==> src/common/chps_pkg.sv <==
`default_nettype none
package chps_pkg;
   // Operating modes of the card
   typedef enum logic [1:0] {
      CHPS_MODE_MEM = 2'h0,
      CHPS_MODE_IO = 2'h1,
      CHPS_MODE_IDE = 2'h2
   } chps_mode_t;

   // Access width decoded from the card enables
   typedef enum logic [1:0] {
      CHPS_ACC_IDLE = 2'h0,
      CHPS_ACC_BYTE_EVEN = 2'h1,
      CHPS_ACC_BYTE_ODD = 2'h2,
      CHPS_ACC_WORD = 2'h3
   } chps_acc_t;

   // IDE register group selected by the chip selects
   typedef enum logic [1:0] {
      CHPS_SEL_NONE = 2'h0,
      CHPS_SEL_TASK = 2'h1,
      CHPS_SEL_ALT_STATUS = 2'h2,
      CHPS_SEL_DEV_CTRL = 2'h3
   } chps_sel_t;

   // Host strobe engine states
   typedef enum logic [1:0] {
      CHPS_HS_IDLE = 2'h0,
      CHPS_HS_SETUP = 2'h1,
      CHPS_HS_STROBE = 2'h2,
      CHPS_HS_HOLD = 2'h3
   } chps_hs_t;

   localparam int unsigned CHPS_DATA_W = 16;
   localparam int unsigned CHPS_ADDR_W = 11;
   // Strobe low time 150 ns at 50 ns clock period, rounded up
   localparam int unsigned CHPS_STROBE_NS = 150;
   localparam int unsigned CHPS_CLK_NS = 50;
   localparam logic [3:0] CHPS_STROBE_CYC =
      4'((CHPS_STROBE_NS + CHPS_CLK_NS - 1) / CHPS_CLK_NS);
   // Read return path: device sync and drive, then host sync
   localparam logic [3:0] CHPS_TURN_CYC = 4'h4;
   localparam logic [15:0] CHPS_DATA_RST = 16'h0000;
endpackage
`default_nettype wire

==> src/common/chps_if.sv <==
`timescale 1ns/1ps
`default_nettype none
interface chps_if;
   logic card_enable_low_byte_n;
   logic card_enable_high_byte_n;
   logic task_reg_select_n;
   logic ctrl_reg_select_n;
   logic dma_acknowledge_n;
   logic cable_select_n;
   logic io_write_strobe_n;
   logic io_read_strobe_n;
   logic output_enable_n;
   logic write_enable_n;
   logic byte_address_lsb;
   logic card_detect_first_n;
   logic card_detect_second_n;
   logic [15:0] host_data;
   logic [15:0] card_data;
   logic card_data_oe_n;

   modport dev (
      input card_enable_low_byte_n, card_enable_high_byte_n, task_reg_select_n,
      input ctrl_reg_select_n, dma_acknowledge_n, cable_select_n,
      input io_write_strobe_n, io_read_strobe_n, output_enable_n, write_enable_n,
      input byte_address_lsb, host_data,
      output card_detect_first_n, card_detect_second_n, card_data, card_data_oe_n
   );
   modport host (
      output card_enable_low_byte_n, card_enable_high_byte_n, task_reg_select_n,
      output ctrl_reg_select_n, dma_acknowledge_n, cable_select_n,
      output io_write_strobe_n, io_read_strobe_n, output_enable_n, write_enable_n,
      output byte_address_lsb, host_data,
      input card_detect_first_n, card_detect_second_n, card_data, card_data_oe_n
   );
endinterface
`default_nettype wire

==> src/rtl/chps_dev.sv <==
`timescale 1ns/1ps
`default_nettype none
module chps_dev (
   input wire logic mclk_i,
   input wire logic rst_n_i,
   chps_if.dev bus,
   input wire chps_pkg::chps_mode_t mode_i,
   input wire logic udma_active_i,
   input wire logic [15:0] read_data_i,
   output logic card_seated_o,
   output logic is_master_o,
   output logic write_valid_o,
   output logic [15:0] write_data_o,
   output chps_pkg::chps_acc_t write_acc_o,
   output chps_pkg::chps_sel_t write_sel_o,
   output logic read_valid_o,
   output chps_pkg::chps_acc_t read_acc_o,
   output chps_pkg::chps_sel_t read_sel_o,
   output logic burst_stop_o
);
   ////////////////////////////////////////////////////////////////////////
   // Pin synchronisers, two flops each
   localparam int unsigned NP = 9;
   logic [NP-1:0] pin_a;
   logic [NP-1:0] pin_s1_q;
   logic [NP-1:0] pin_s2_q;
   logic [15:0] dat_s1_q;
   logic [15:0] dat_s2_q;
   assign pin_a = {bus.card_enable_low_byte_n, bus.card_enable_high_byte_n,
                   bus.task_reg_select_n, bus.ctrl_reg_select_n,
                   bus.cable_select_n, bus.io_write_strobe_n,
                   bus.io_read_strobe_n, bus.output_enable_n,
                   bus.write_enable_n};

   genvar g;
   generate
      for (g = 0; g < NP; g++) begin : g_sync
         always_ff @(posedge mclk_i) begin
            if (!rst_n_i) begin
               pin_s1_q[g] <= 1'b1;
               pin_s2_q[g] <= 1'b1;
            end else begin
               pin_s1_q[g] <= pin_a[g];
               pin_s2_q[g] <= pin_s1_q[g];
            end
         end
      end
   endgenerate

   logic lsb_s1_q;
   logic lsb_s2_q;
   always_ff @(posedge mclk_i) begin
      if (!rst_n_i) begin
         dat_s1_q <= chps_pkg::CHPS_DATA_RST;
         dat_s2_q <= chps_pkg::CHPS_DATA_RST;
         lsb_s1_q <= 1'b0;
         lsb_s2_q <= 1'b0;
      end else begin
         dat_s1_q <= bus.host_data;
         dat_s2_q <= dat_s1_q;
         lsb_s1_q <= bus.byte_address_lsb;
         lsb_s2_q <= lsb_s1_q;
      end
   end

   logic ce1_n;
   logic ce2_n;
   logic cs0_n;
   logic cs1_n;
   logic cable_select_n_n;
   logic io_write_strobe_n_n;
   logic io_read_strobe_n_n;
   logic oe_n;
   logic we_n;
   assign {ce1_n, ce2_n, cs0_n, cs1_n, cable_select_n_n, io_write_strobe_n_n, io_read_strobe_n_n, oe_n, we_n} = pin_s2_q;

   ////////////////////////////////////////////////////////////////////////
   // Decoding
   function automatic chps_pkg::chps_acc_t acc_dec(input logic c1_n, input logic c2_n,
                                                  input logic a0);
      if (!c1_n && !c2_n) begin
         acc_dec = chps_pkg::CHPS_ACC_WORD;
      end else if (!c2_n) begin
         acc_dec = chps_pkg::CHPS_ACC_BYTE_ODD;
      end else if (!c1_n) begin
         acc_dec = a0 ? chps_pkg::CHPS_ACC_BYTE_ODD : chps_pkg::CHPS_ACC_BYTE_EVEN;
      end else begin
         acc_dec = chps_pkg::CHPS_ACC_IDLE;
      end
   endfunction

   function automatic chps_pkg::chps_sel_t sel_dec(input logic c0_n, input logic c1_n,
                                                  input logic wr);
      if (!c0_n) begin
         sel_dec = chps_pkg::CHPS_SEL_TASK;
      end else if (!c1_n) begin
         sel_dec = wr ? chps_pkg::CHPS_SEL_DEV_CTRL : chps_pkg::CHPS_SEL_ALT_STATUS;
      end else begin
         sel_dec = chps_pkg::CHPS_SEL_NONE;
      end
   endfunction

   logic ide;
   logic dma_s1_q;
   logic dma_n_q;
   logic dma_mode;
   chps_pkg::chps_acc_t acc_now;
   assign ide = (mode_i == chps_pkg::CHPS_MODE_IDE);
   // DMA cycles ignore chip selects and are always full width
   assign dma_mode = ide && !dma_n_q;
   assign acc_now = (ide || dma_mode) ? chps_pkg::CHPS_ACC_WORD
                                      : acc_dec(ce1_n, ce2_n, lsb_s2_q);

   always_ff @(posedge mclk_i) begin
      if (!rst_n_i) begin
         dma_s1_q <= 1'b1;
         dma_n_q <= 1'b1;
      end else begin
         dma_s1_q <= bus.dma_acknowledge_n;
         dma_n_q <= dma_s1_q;
      end
   end

   ////////////////////////////////////////////////////////////////////////
   // Write strobe: capture on trailing edge, or stop request under UDMA
   logic io_write_strobe_n_prev_q;
   logic io_read_strobe_n_prev_q;
   logic wr_strobe;
   logic wr_rise;
   logic wr_sel_ok;
   assign wr_strobe = (mode_i == chps_pkg::CHPS_MODE_MEM) ? we_n : io_write_strobe_n_n;
   assign wr_sel_ok = ide ? (!cs0_n || !cs1_n || dma_mode) : (!ce1_n || !ce2_n);
   assign wr_rise = wr_strobe && !io_write_strobe_n_prev_q;

   always_ff @(posedge mclk_i) begin
      if (!rst_n_i) begin
         io_write_strobe_n_prev_q <= 1'b1;
      end else begin
         io_write_strobe_n_prev_q <= wr_strobe;
      end
   end

   logic sel_wr_q;
   chps_pkg::chps_acc_t acc_wr_q;
   always_ff @(posedge mclk_i) begin
      if (!rst_n_i) begin
         sel_wr_q <= 1'b0;
         acc_wr_q <= chps_pkg::CHPS_ACC_IDLE;
      end else if (!wr_strobe && io_write_strobe_n_prev_q) begin
         // Selects sampled at the leading edge, held through the strobe
         sel_wr_q <= wr_sel_ok;
         acc_wr_q <= acc_now;
      end
   end

   always_ff @(posedge mclk_i) begin
      if (!rst_n_i) begin
         write_valid_o <= 1'b0;
         write_data_o <= chps_pkg::CHPS_DATA_RST;
         write_acc_o <= chps_pkg::CHPS_ACC_IDLE;
         write_sel_o <= chps_pkg::CHPS_SEL_NONE;
      end else begin
         write_valid_o <= wr_rise && sel_wr_q && !(ide && udma_active_i);
         if (wr_rise && sel_wr_q && !(ide && udma_active_i)) begin
            // Odd byte copied up from the low lines when an 8-bit host used them
            write_data_o <= (acc_wr_q == chps_pkg::CHPS_ACC_BYTE_ODD && !ce1_n && ce2_n)
                            ? {dat_s2_q[7:0], dat_s2_q[7:0]} : dat_s2_q;
            write_acc_o <= acc_wr_q;
            write_sel_o <= dma_mode ? chps_pkg::CHPS_SEL_NONE
                         : (ide ? sel_dec(cs0_n, cs1_n, 1'b1) : chps_pkg::CHPS_SEL_NONE);
         end
      end
   end

   always_ff @(posedge mclk_i) begin
      if (!rst_n_i) begin
         burst_stop_o <= 1'b0;
      end else begin
         burst_stop_o <= ide && udma_active_i && !io_write_strobe_n_n && io_write_strobe_n_prev_q;
      end
   end

   ////////////////////////////////////////////////////////////////////////
   // Read side
   logic rd_strobe;
   logic rd_ok;
   assign rd_strobe = (mode_i == chps_pkg::CHPS_MODE_MEM) ? oe_n : io_read_strobe_n_n;
   assign rd_ok = !rd_strobe && !(ide && udma_active_i) &&
                  (ide ? (!cs0_n || !cs1_n || dma_mode) : (!ce1_n || !ce2_n));

   // Previous level of whichever read strobe the mode uses
   always_ff @(posedge mclk_i) begin
      if (!rst_n_i) begin
         io_read_strobe_n_prev_q <= 1'b1;
      end else begin
         io_read_strobe_n_prev_q <= rd_strobe;
      end
   end

   always_ff @(posedge mclk_i) begin
      if (!rst_n_i) begin
         read_valid_o <= 1'b0;
         read_acc_o <= chps_pkg::CHPS_ACC_IDLE;
         read_sel_o <= chps_pkg::CHPS_SEL_NONE;
         bus.card_data <= chps_pkg::CHPS_DATA_RST;
         bus.card_data_oe_n <= 1'b1;
      end else begin
         read_valid_o <= rd_ok && io_read_strobe_n_prev_q;
         read_acc_o <= rd_ok ? acc_now : chps_pkg::CHPS_ACC_IDLE;
         read_sel_o <= (rd_ok && ide && !dma_mode) ? sel_dec(cs0_n, cs1_n, 1'b0)
                                                  : chps_pkg::CHPS_SEL_NONE;
         bus.card_data_oe_n <= !rd_ok;
         // Odd byte presented on low lines for 8-bit hosts
         bus.card_data <= (acc_now == chps_pkg::CHPS_ACC_BYTE_ODD && !ce1_n && ce2_n)
                          ? {read_data_i[15:8], read_data_i[15:8]} : read_data_i;
      end
   end

   ////////////////////////////////////////////////////////////////////////
   // Card detect and master/slave
   assign bus.card_detect_first_n = 1'b0;
   assign bus.card_detect_second_n = 1'b0;
   assign card_seated_o = 1'b1;

   always_ff @(posedge mclk_i) begin
      if (!rst_n_i) begin
         is_master_o <= 1'b0;
      end else begin
         is_master_o <= ide && !cable_select_n_n;
      end
   end
endmodule
`default_nettype wire

==> src/flat_wrapper.sv <==
// flat-port wrapper written by rule: the top's interface ports become plain ports
module chps_dev_flat 
  (mclk_i, rst_n_i, mode_i, udma_active_i, read_data_i, card_seated_o, is_master_o, write_valid_o, write_data_o, write_acc_o, write_sel_o, read_valid_o, read_acc_o, read_sel_o, burst_stop_o, bus_card_enable_low_byte_n, bus_card_enable_high_byte_n, bus_task_reg_select_n, bus_ctrl_reg_select_n, bus_dma_acknowledge_n, bus_cable_select_n, bus_io_write_strobe_n, bus_io_read_strobe_n, bus_output_enable_n, bus_write_enable_n, bus_byte_address_lsb, bus_host_data, bus_card_detect_first_n, bus_card_detect_second_n, bus_card_data, bus_card_data_oe_n);
  chps_if bus_i ();
  input wire logic mclk_i;
  input wire logic rst_n_i;
  input wire chps_pkg::chps_mode_t mode_i;
  input wire logic udma_active_i;
  input wire logic [15:0] read_data_i;
  output logic card_seated_o;
  output logic is_master_o;
  output logic write_valid_o;
  output logic [15:0] write_data_o;
  output chps_pkg::chps_acc_t write_acc_o;
  output chps_pkg::chps_sel_t write_sel_o;
  output logic read_valid_o;
  output chps_pkg::chps_acc_t read_acc_o;
  output chps_pkg::chps_sel_t read_sel_o;
  output logic burst_stop_o;
  input wire logic [$bits(bus_i.card_enable_low_byte_n)-1:0] bus_card_enable_low_byte_n;
  input wire logic [$bits(bus_i.card_enable_high_byte_n)-1:0] bus_card_enable_high_byte_n;
  input wire logic [$bits(bus_i.task_reg_select_n)-1:0] bus_task_reg_select_n;
  input wire logic [$bits(bus_i.ctrl_reg_select_n)-1:0] bus_ctrl_reg_select_n;
  input wire logic [$bits(bus_i.dma_acknowledge_n)-1:0] bus_dma_acknowledge_n;
  input wire logic [$bits(bus_i.cable_select_n)-1:0] bus_cable_select_n;
  input wire logic [$bits(bus_i.io_write_strobe_n)-1:0] bus_io_write_strobe_n;
  input wire logic [$bits(bus_i.io_read_strobe_n)-1:0] bus_io_read_strobe_n;
  input wire logic [$bits(bus_i.output_enable_n)-1:0] bus_output_enable_n;
  input wire logic [$bits(bus_i.write_enable_n)-1:0] bus_write_enable_n;
  input wire logic [$bits(bus_i.byte_address_lsb)-1:0] bus_byte_address_lsb;
  input wire logic [$bits(bus_i.host_data)-1:0] bus_host_data;
  output wire logic [$bits(bus_i.card_detect_first_n)-1:0] bus_card_detect_first_n;
  output wire logic [$bits(bus_i.card_detect_second_n)-1:0] bus_card_detect_second_n;
  output wire logic [$bits(bus_i.card_data)-1:0] bus_card_data;
  output wire logic [$bits(bus_i.card_data_oe_n)-1:0] bus_card_data_oe_n;
  assign bus_i.card_enable_low_byte_n = bus_card_enable_low_byte_n;
  assign bus_i.card_enable_high_byte_n = bus_card_enable_high_byte_n;
  assign bus_i.task_reg_select_n = bus_task_reg_select_n;
  assign bus_i.ctrl_reg_select_n = bus_ctrl_reg_select_n;
  assign bus_i.dma_acknowledge_n = bus_dma_acknowledge_n;
  assign bus_i.cable_select_n = bus_cable_select_n;
  assign bus_i.io_write_strobe_n = bus_io_write_strobe_n;
  assign bus_i.io_read_strobe_n = bus_io_read_strobe_n;
  assign bus_i.output_enable_n = bus_output_enable_n;
  assign bus_i.write_enable_n = bus_write_enable_n;
  assign bus_i.byte_address_lsb = bus_byte_address_lsb;
  assign bus_i.host_data = bus_host_data;
  assign bus_card_detect_first_n = bus_i.card_detect_first_n;
  assign bus_card_detect_second_n = bus_i.card_detect_second_n;
  assign bus_card_data = bus_i.card_data;
  assign bus_card_data_oe_n = bus_i.card_data_oe_n;
  chps_dev u_core (.mclk_i(mclk_i), .rst_n_i(rst_n_i), .bus(bus_i), .mode_i(mode_i), .udma_active_i(udma_active_i), .read_data_i(read_data_i), .card_seated_o(card_seated_o), .is_master_o(is_master_o), .write_valid_o(write_valid_o), .write_data_o(write_data_o), .write_acc_o(write_acc_o), .write_sel_o(write_sel_o), .read_valid_o(read_valid_o), .read_acc_o(read_acc_o), .read_sel_o(read_sel_o), .burst_stop_o(burst_stop_o));
endmodule
==> config.mk <==
export PLATFORM = sky130hd
export DESIGN_NAME = chps_dev_flat
export DESIGN_NICKNAME = d
export VERILOG_FILES = /design/src/common/chps_pkg.sv /design/src/common/chps_if.sv /design/src/rtl/chps_dev.sv /design/src/flat_wrapper.sv
export SDC_FILE = /design/constraint.sdc
export NUM_CORES = 1
export LEC_CHECK = 0
export ABC_AREA = 1
export ABC_CLOCK_PERIOD_IN_PS = 1300
export BUFFER_PORTS_ARGS = -buffer_cell sky130_fd_sc_hd__buf_2
export CELL_PAD_IN_SITES_DETAIL_PLACEMENT = 0
export CELL_PAD_IN_SITES_GLOBAL_PLACEMENT = 1
export CORE_ASPECT_RATIO = 1.4
export CORE_MARGIN = 4
export CORE_UTILIZATION = 29
export CTS_BUF_LIST = sky130_fd_sc_hd__clkbuf_4 sky130_fd_sc_hd__clkbuf_8
export CTS_CLUSTER_DIAMETER = 60
export DETAILED_ROUTE_END_ITERATION = 7
export HOLD_SLACK_MARGIN = 0.02
export PLACE_DENSITY = 0.68
export REMOVE_ABC_BUFFERS = 1
export SLEW_MARGIN = 30
export SYNTH_ARGS = -nofsm -noshare
export SYNTH_HDL_FRONTEND = slang
export SYNTH_SLANG_ARGS = --single-unit
==> constraint.sdc <==
create_clock -name mclk_i -period 1.3 [get_ports mclk_i]
set_clock_uncertainty 0.1 [all_clocks]
set_input_delay 0.13 -clock mclk_i [delete_from_list [all_inputs] [get_ports mclk_i]]
set_output_delay 0.13 -clock mclk_i [all_outputs]
set_load 0.005 [all_outputs]
=== Word level (Yosys, flattened, before mapping) ===
Cells that the tools add are included.

* Equal/unequal tests: 3
* Muxes and demuxes: 16
* Reduce and logical (&&, ||, !) cells: 40

{| class="wikitable"
|+ Operator list
! operator !! count
|-
| 2-bit 2-to-1 mux || 10
|-
| 1-bit logical AND || 19
|-
| 16-bit 2-to-1 mux || 1
|-
| 1-bit zero test || 13
|-
| 8-bit 2-to-1 mux || 1
|-
| 2-bit equality test (second input constant) || 3
|-
| 1-bit logical OR || 4
|-
| 1-bit 2-to-1 mux || 4
|-
| 2-bit AND reduction || 2
|-
| 3-bit AND reduction || 1
|-
| 2-bit zero test || 1
|}

* Register bits after elaboration: 104
* Bits of input ports: 48
* Output and inout bits: 48
* Word-level logic and storage cells: 99

=== Depth between registers and ports, before layout ===
* Depth after elaboration: 9
* Gate-level depth with buffers: 8
* Gate-level depth less buffers: 8

=== Worst setup path before layout ===
Ideal clock, no wire load.

* Kind: register -> register
* Start point: reg u_core.acc_wr_q[0]
* End point: reg u_core.write_data_o[10]
* Setup time: 0.112 ns
* Arrival: 0.989 ns
* Setup slack: 0.099 ns
* Cell stages (with the launch flop): 7
* Path buffers: 0
* Cell sequence: dfxtp_1 nor2_2 nand2_1 nand2_1 nand2_1 nor2_2 nor2_1

* Word-level cells in the longest chain between the ends: 4

{| class="wikitable"
|+ Ends and longest elaborated chain
! element !! line !! source
|-
| start, declared || chps_dev.sv:144 || <nowiki>chps_pkg::chps_acc_t acc_wr_q;</nowiki>
|-
| start signal, assigned || chps_dev.sv:148 || <nowiki>acc_wr_q <= chps_pkg::CHPS_ACC_IDLE;</nowiki>
|-
| start signal, assigned || chps_dev.sv:152 || <nowiki>acc_wr_q <= acc_now;</nowiki>
|-
| 2-bit equality test || chps_dev.sv:166 || <nowiki>write_data_o <= (acc_wr_q == chps_pkg::CHPS_ACC_BYTE_ODD && !ce1_n && ce2_n)</nowiki>
|-
| 1-bit logical AND (2 in series) || chps_dev.sv:166 ||
|-
| 16-bit 2-to-1 mux || chps_dev.sv:167 || <nowiki>? {dat_s2_q[7:0], dat_s2_q[7:0]} : dat_s2_q;</nowiki>
|-
| end signal, assigned || chps_dev.sv:159 || <nowiki>write_data_o <= chps_pkg::CHPS_DATA_RST;</nowiki>
|-
| end signal, assigned || chps_dev.sv:166 ||
|-
| end, declared || chps_dev.sv:13 || <nowiki>output logic [15:0] write_data_o,</nowiki>
|}

No other way between the ends.
A chain may end at the register's enable or synchronous reset.

=== Worst setup path after layout ===
* Start point: reg u_core.pin_s2_q[7], in the netlist u_core.ce2_n
* End point: reg u_core.write_data_o[13]

* Word-level cells in the longest chain between the ends: 2

{| class="wikitable"
|+ Ends and longest elaborated chain
! element !! line !! source
|-
| start, declared || chps_dev.sv:26 || <nowiki>logic [NP-1:0] pin_s2_q;</nowiki>
|-
| start signal, assigned by index || chps_dev.sv:44 || <nowiki>pin_s2_q[g] <= pin_s1_q[g];</nowiki>
|-
| 1-bit logical AND || chps_dev.sv:166 ||
|-
| 16-bit 2-to-1 mux || chps_dev.sv:167 ||
|}

No other way between the ends.

==> summary.txt <==
Finish
  – Layout net count: 635
  – Layout area overhead: 38.04%
  – Layout cell share with drive strength beyond 1: 0.2889
  – Post-route cell area: a little under 5000 um^2
  – Antenna diode count: 0
  – Post-Layout Cell Count: 739
  – # fillers: 1,287
  – FF/Latch Area: roughly 2100 um^2
  – Multi-input gate area: between 1000 and 1500 um^2

Synthesis
  – Register bit total from synthesis: 104
  – Synth Instances: approximately 440
  – Largest family of logic cells by synthesized area: simple AND/OR/NAND/NOR gates
  – Mux contribution to synthesized area: 0
  – Synth Area in Adders: 0
  – Most common cell in the netlist: nand2_1
  – Synth Area in XOR/XNOR: 0
  – Syn avg cell area: 8.119 um^2
  – Synth top cells by count: nand2_1 (106), dfxtp_1 (104), inv_1 (71)
  – Synth Flop Type: dfxtp_1
  – Yosys top cell area share: 0.5802
  – Sequential area share after synthesis: 0.5802
  – Syn. warnings: 0
  – Unique masters post-synth: 24
  – FFs w/ async S/R, synth: 0
  – Post-Syn Area: 3588 um^2
  – Post-synth EDFFs: 0
  – Synth Area in Compound Gates: 0.01674
  – Simple-Gate Fraction of Synth Area: 0.2960
  – Post-synth top area cell: dfxtp_1
  – Area contributors post-synth: dfxtp_1 (58%), nand2_1 (11%), inv_1 (7.4%), nor2_1 (6.5%), or2_2 (3.5%)

Placed design
  – Placed Area: 4229 um^2
  – Placer Congestion: roughly 0.83
  – Cell count after placement: 676
  – DP Wirelength: 5.458 mm
  – Port Buf Inserts: 92
  – Setup WS pre-CTS: -29.07 ps

Worst setup path
  – Critical Path AT: 1420 ps
  – Worst EP required: between 1000 and 1500 ps
  – Critical R2R Launch: u_core.ce2_n
  – R2R cell count: 7
  – Crit Path Max Fanout: 5
  – Reg2Reg Capture Point: u_core.write_data_o[13]
  – Crit path kind: reg2reg
  – CP Capture Type: flop
  – Startpoint Class: flop
  – R2r setup slk: 50 ps

CTS
  – Clk slew on worst S/H paths: 100 ps
  – CTS Buffer Depth: 2
  – TritonCTS clock tree: yes
  – Root Driver: clkbuf_8
  – Depth of the CTS H-tree: 3
  – Clk sinks: 104
  – Worst-Skew Late Latency: 360 ps
  – CTS buffer count: 9

Detailed routing
  – DRT Wirelength: 7.759 mm
  – Vias: 2,861
  – First-iteration detailed-routing DRC count: 69
  – DRT Pass-1 Iters: 4
  – Routed WL per cell: 10.50 um
  – Number of routed nets with antenna violations: 0
  – Post-DR vias/cell: just under 4
  – DRC viols: 0

Timing
  – Final Max Tran Viols: 0
  – Final Hold Vio Count: 0
  – Setup TNS Final: 0 ps
  – Fmax achieved: between 0.8 and 0.9 GHz
  – RSZ-0062 raised after global routing: true
  – Final Cycle Share: 0.9602
  – Worst setup margin: 51.80 ps
  – Setup violators final: 0
  – Worst Tran Pin Value: 486.9 ps
  – Slew headroom: 0.6719
  – Min Tclk post-route: 1248 ps

GRT
  – GRT Resource Usage Total: 0.1155
  – Largest net degree at the start of global routing: 55
  – Residual overflow from global routing: 0
  – First-pass GRT wire length: 12.96 mm
  – Antenna violations before repair: 0
  – Vias in the first global route: 2,814

Hold path
  – Min-delay src: mode_i[1]
  – WHS Path Cells: 4
  – Endpoint, Worst Hold: u_core.is_master_o
  – Hold Crit Class: in2reg

Pwr
  – Cell leakage power: 2.690 nW
  – Reg power frac: 0.564
  – Sw Share: 0.2356
  – Comb pwr share: 0.090
  – Clock share of power: 0.346
  – Final Total Pwr: 5.931 mW
  – P per Cell Area: about 1200 nW/um^2
  – Worst VDD drop: ~450 uV
  – Sw power: 1.397 mW
  – Internal power: ~4.5 mW

Die
  – DIE WIDTH: roughly 100 um
  – Core area: around 12,000 um^2
  – Initial core utilization: 0.2991
  – Top Ports: 96
  – Rows: 47
  – Die H: 139.6 um
  – Die Area: between 10,000 and 15,000 um^2

Outcome
  – Status: completed

Flow run
  – Number of max-cap violations: 0
-- area by class of cell --
class	instances	area share
Clock inverter	6	0.01364
Timing Repair Buffer	150	0.2076
Multi-Input combinational cell	249	0.2369
Clock buffer	10	0.02778
Tap cell	147	0.03713
Sequential cell	104	0.4203
Inverter	73	0.05658
-- cell families (layout without fill, tap and decap cells) --
kind of cell,Yosys count,after routing
other,2,3
buffers and inverters,90,239
and+or+nand+nor,234,234
AOI/OAI and AO/OA,12,12
DFF,104,104
-- how the worst max path moves through the flow --
stage                              endpoint               start  slack (ps)  cells past startpoint
floorplan           u_core.write_data_o[10]  u_core.acc_wr_q[0]         100                      6
global placement    u_core.write_data_o[14]        u_core.ce2_n          20                      7
detailed placement   u_core.write_data_o[7]           mode_i[1]         -30                      6
CTS                 u_core.write_data_o[14]        u_core.ce2_n           6                      7
global route        u_core.write_data_o[15]        u_core.ce2_n         -30                      7
finish              u_core.write_data_o[13]        u_core.ce2_n          50                      7
-- timing repair --
item	4_1_cts	5_1_grt
gates resized for setup	1	13
setup buffers	0	2
endpoints found under the hold margin	45	0
setup endpoints to repair	2	31
cloned	0	0
hold buffers	45	0
pin swaps	0	3
-- layout by cell type, fill, tap and decap left out, types with 5 or more instances in the layout --
| cell | instances |
|---|---|
| inv_1 | 71 |
| nor2_1 | 59 |
| clkbuf_8 | 10 |
| dlygate4sd3_1 | 45 |
| nand3_1 | 13 |
| nand2_2 | 5 |
| buf_2 | 92 |
| buf_4 | 11 |
| dfxtp_1 | 104 |
| o21ai_0 | 9 |
| nor2_2 | 14 |
| or2_2 | 20 |
| nand2_1 | 105 |
| nand3b_1 | 8 |
-- state kept, by name, indices dropped and copies added (netlist names), 2 cells and up --
register / cells
u_core.read_sel_o: 2
u_core.dat_s2_q: 16
u_core.acc_wr_q: 2
u_core.write_data_o: 16
u_core.read_acc_o: 2
u_core.dat_s1_q: 16
u_core.write_acc_o: 2
u_core.write_sel_o: 2
u_core.pin_s1_q: 9
u_core.bus.card_data: 16
-- critical path: stages (launching register included) --
cell and delay (ps):
dfxtp_1 330, nand2_1 110, clkinvlp_4 140, buf_4 170, nand3_1 80, nand2_1 70, nor2_2 100, nor2_1 50
-- metal layers --
metal,wire length [um],up-vias,global-route usage
met5,0,-,0
li1,-,1567,-
met3,494,14,0.03405
met2,3695,80,0.1898
met4,209,0,0.05943
met1,3359,1200,0.1339
-- stage by stage --
step                      hold WS [ps]    util
after detailed placement         217.3  0.3525
after global placement           214.7  0.3525
final                            87.54  0.4129
after floorplan                  99.76       -
after global routing             104.1  0.4129
after CTS                        51.57  0.4074
-- power groups by stage --
stage,combinational [mW],clock (mW),sequential [mW]
floorplan,0.192,0,3.42
global placement,0.403,0,3.42
detailed placement,0.408,0,3.42
CTS,0.512,2.13,3.35
global route,0.604,2.27,3.36
finish,0.531,2.05,3.35
Note: power is estimated with default switching activity, not from simulation.
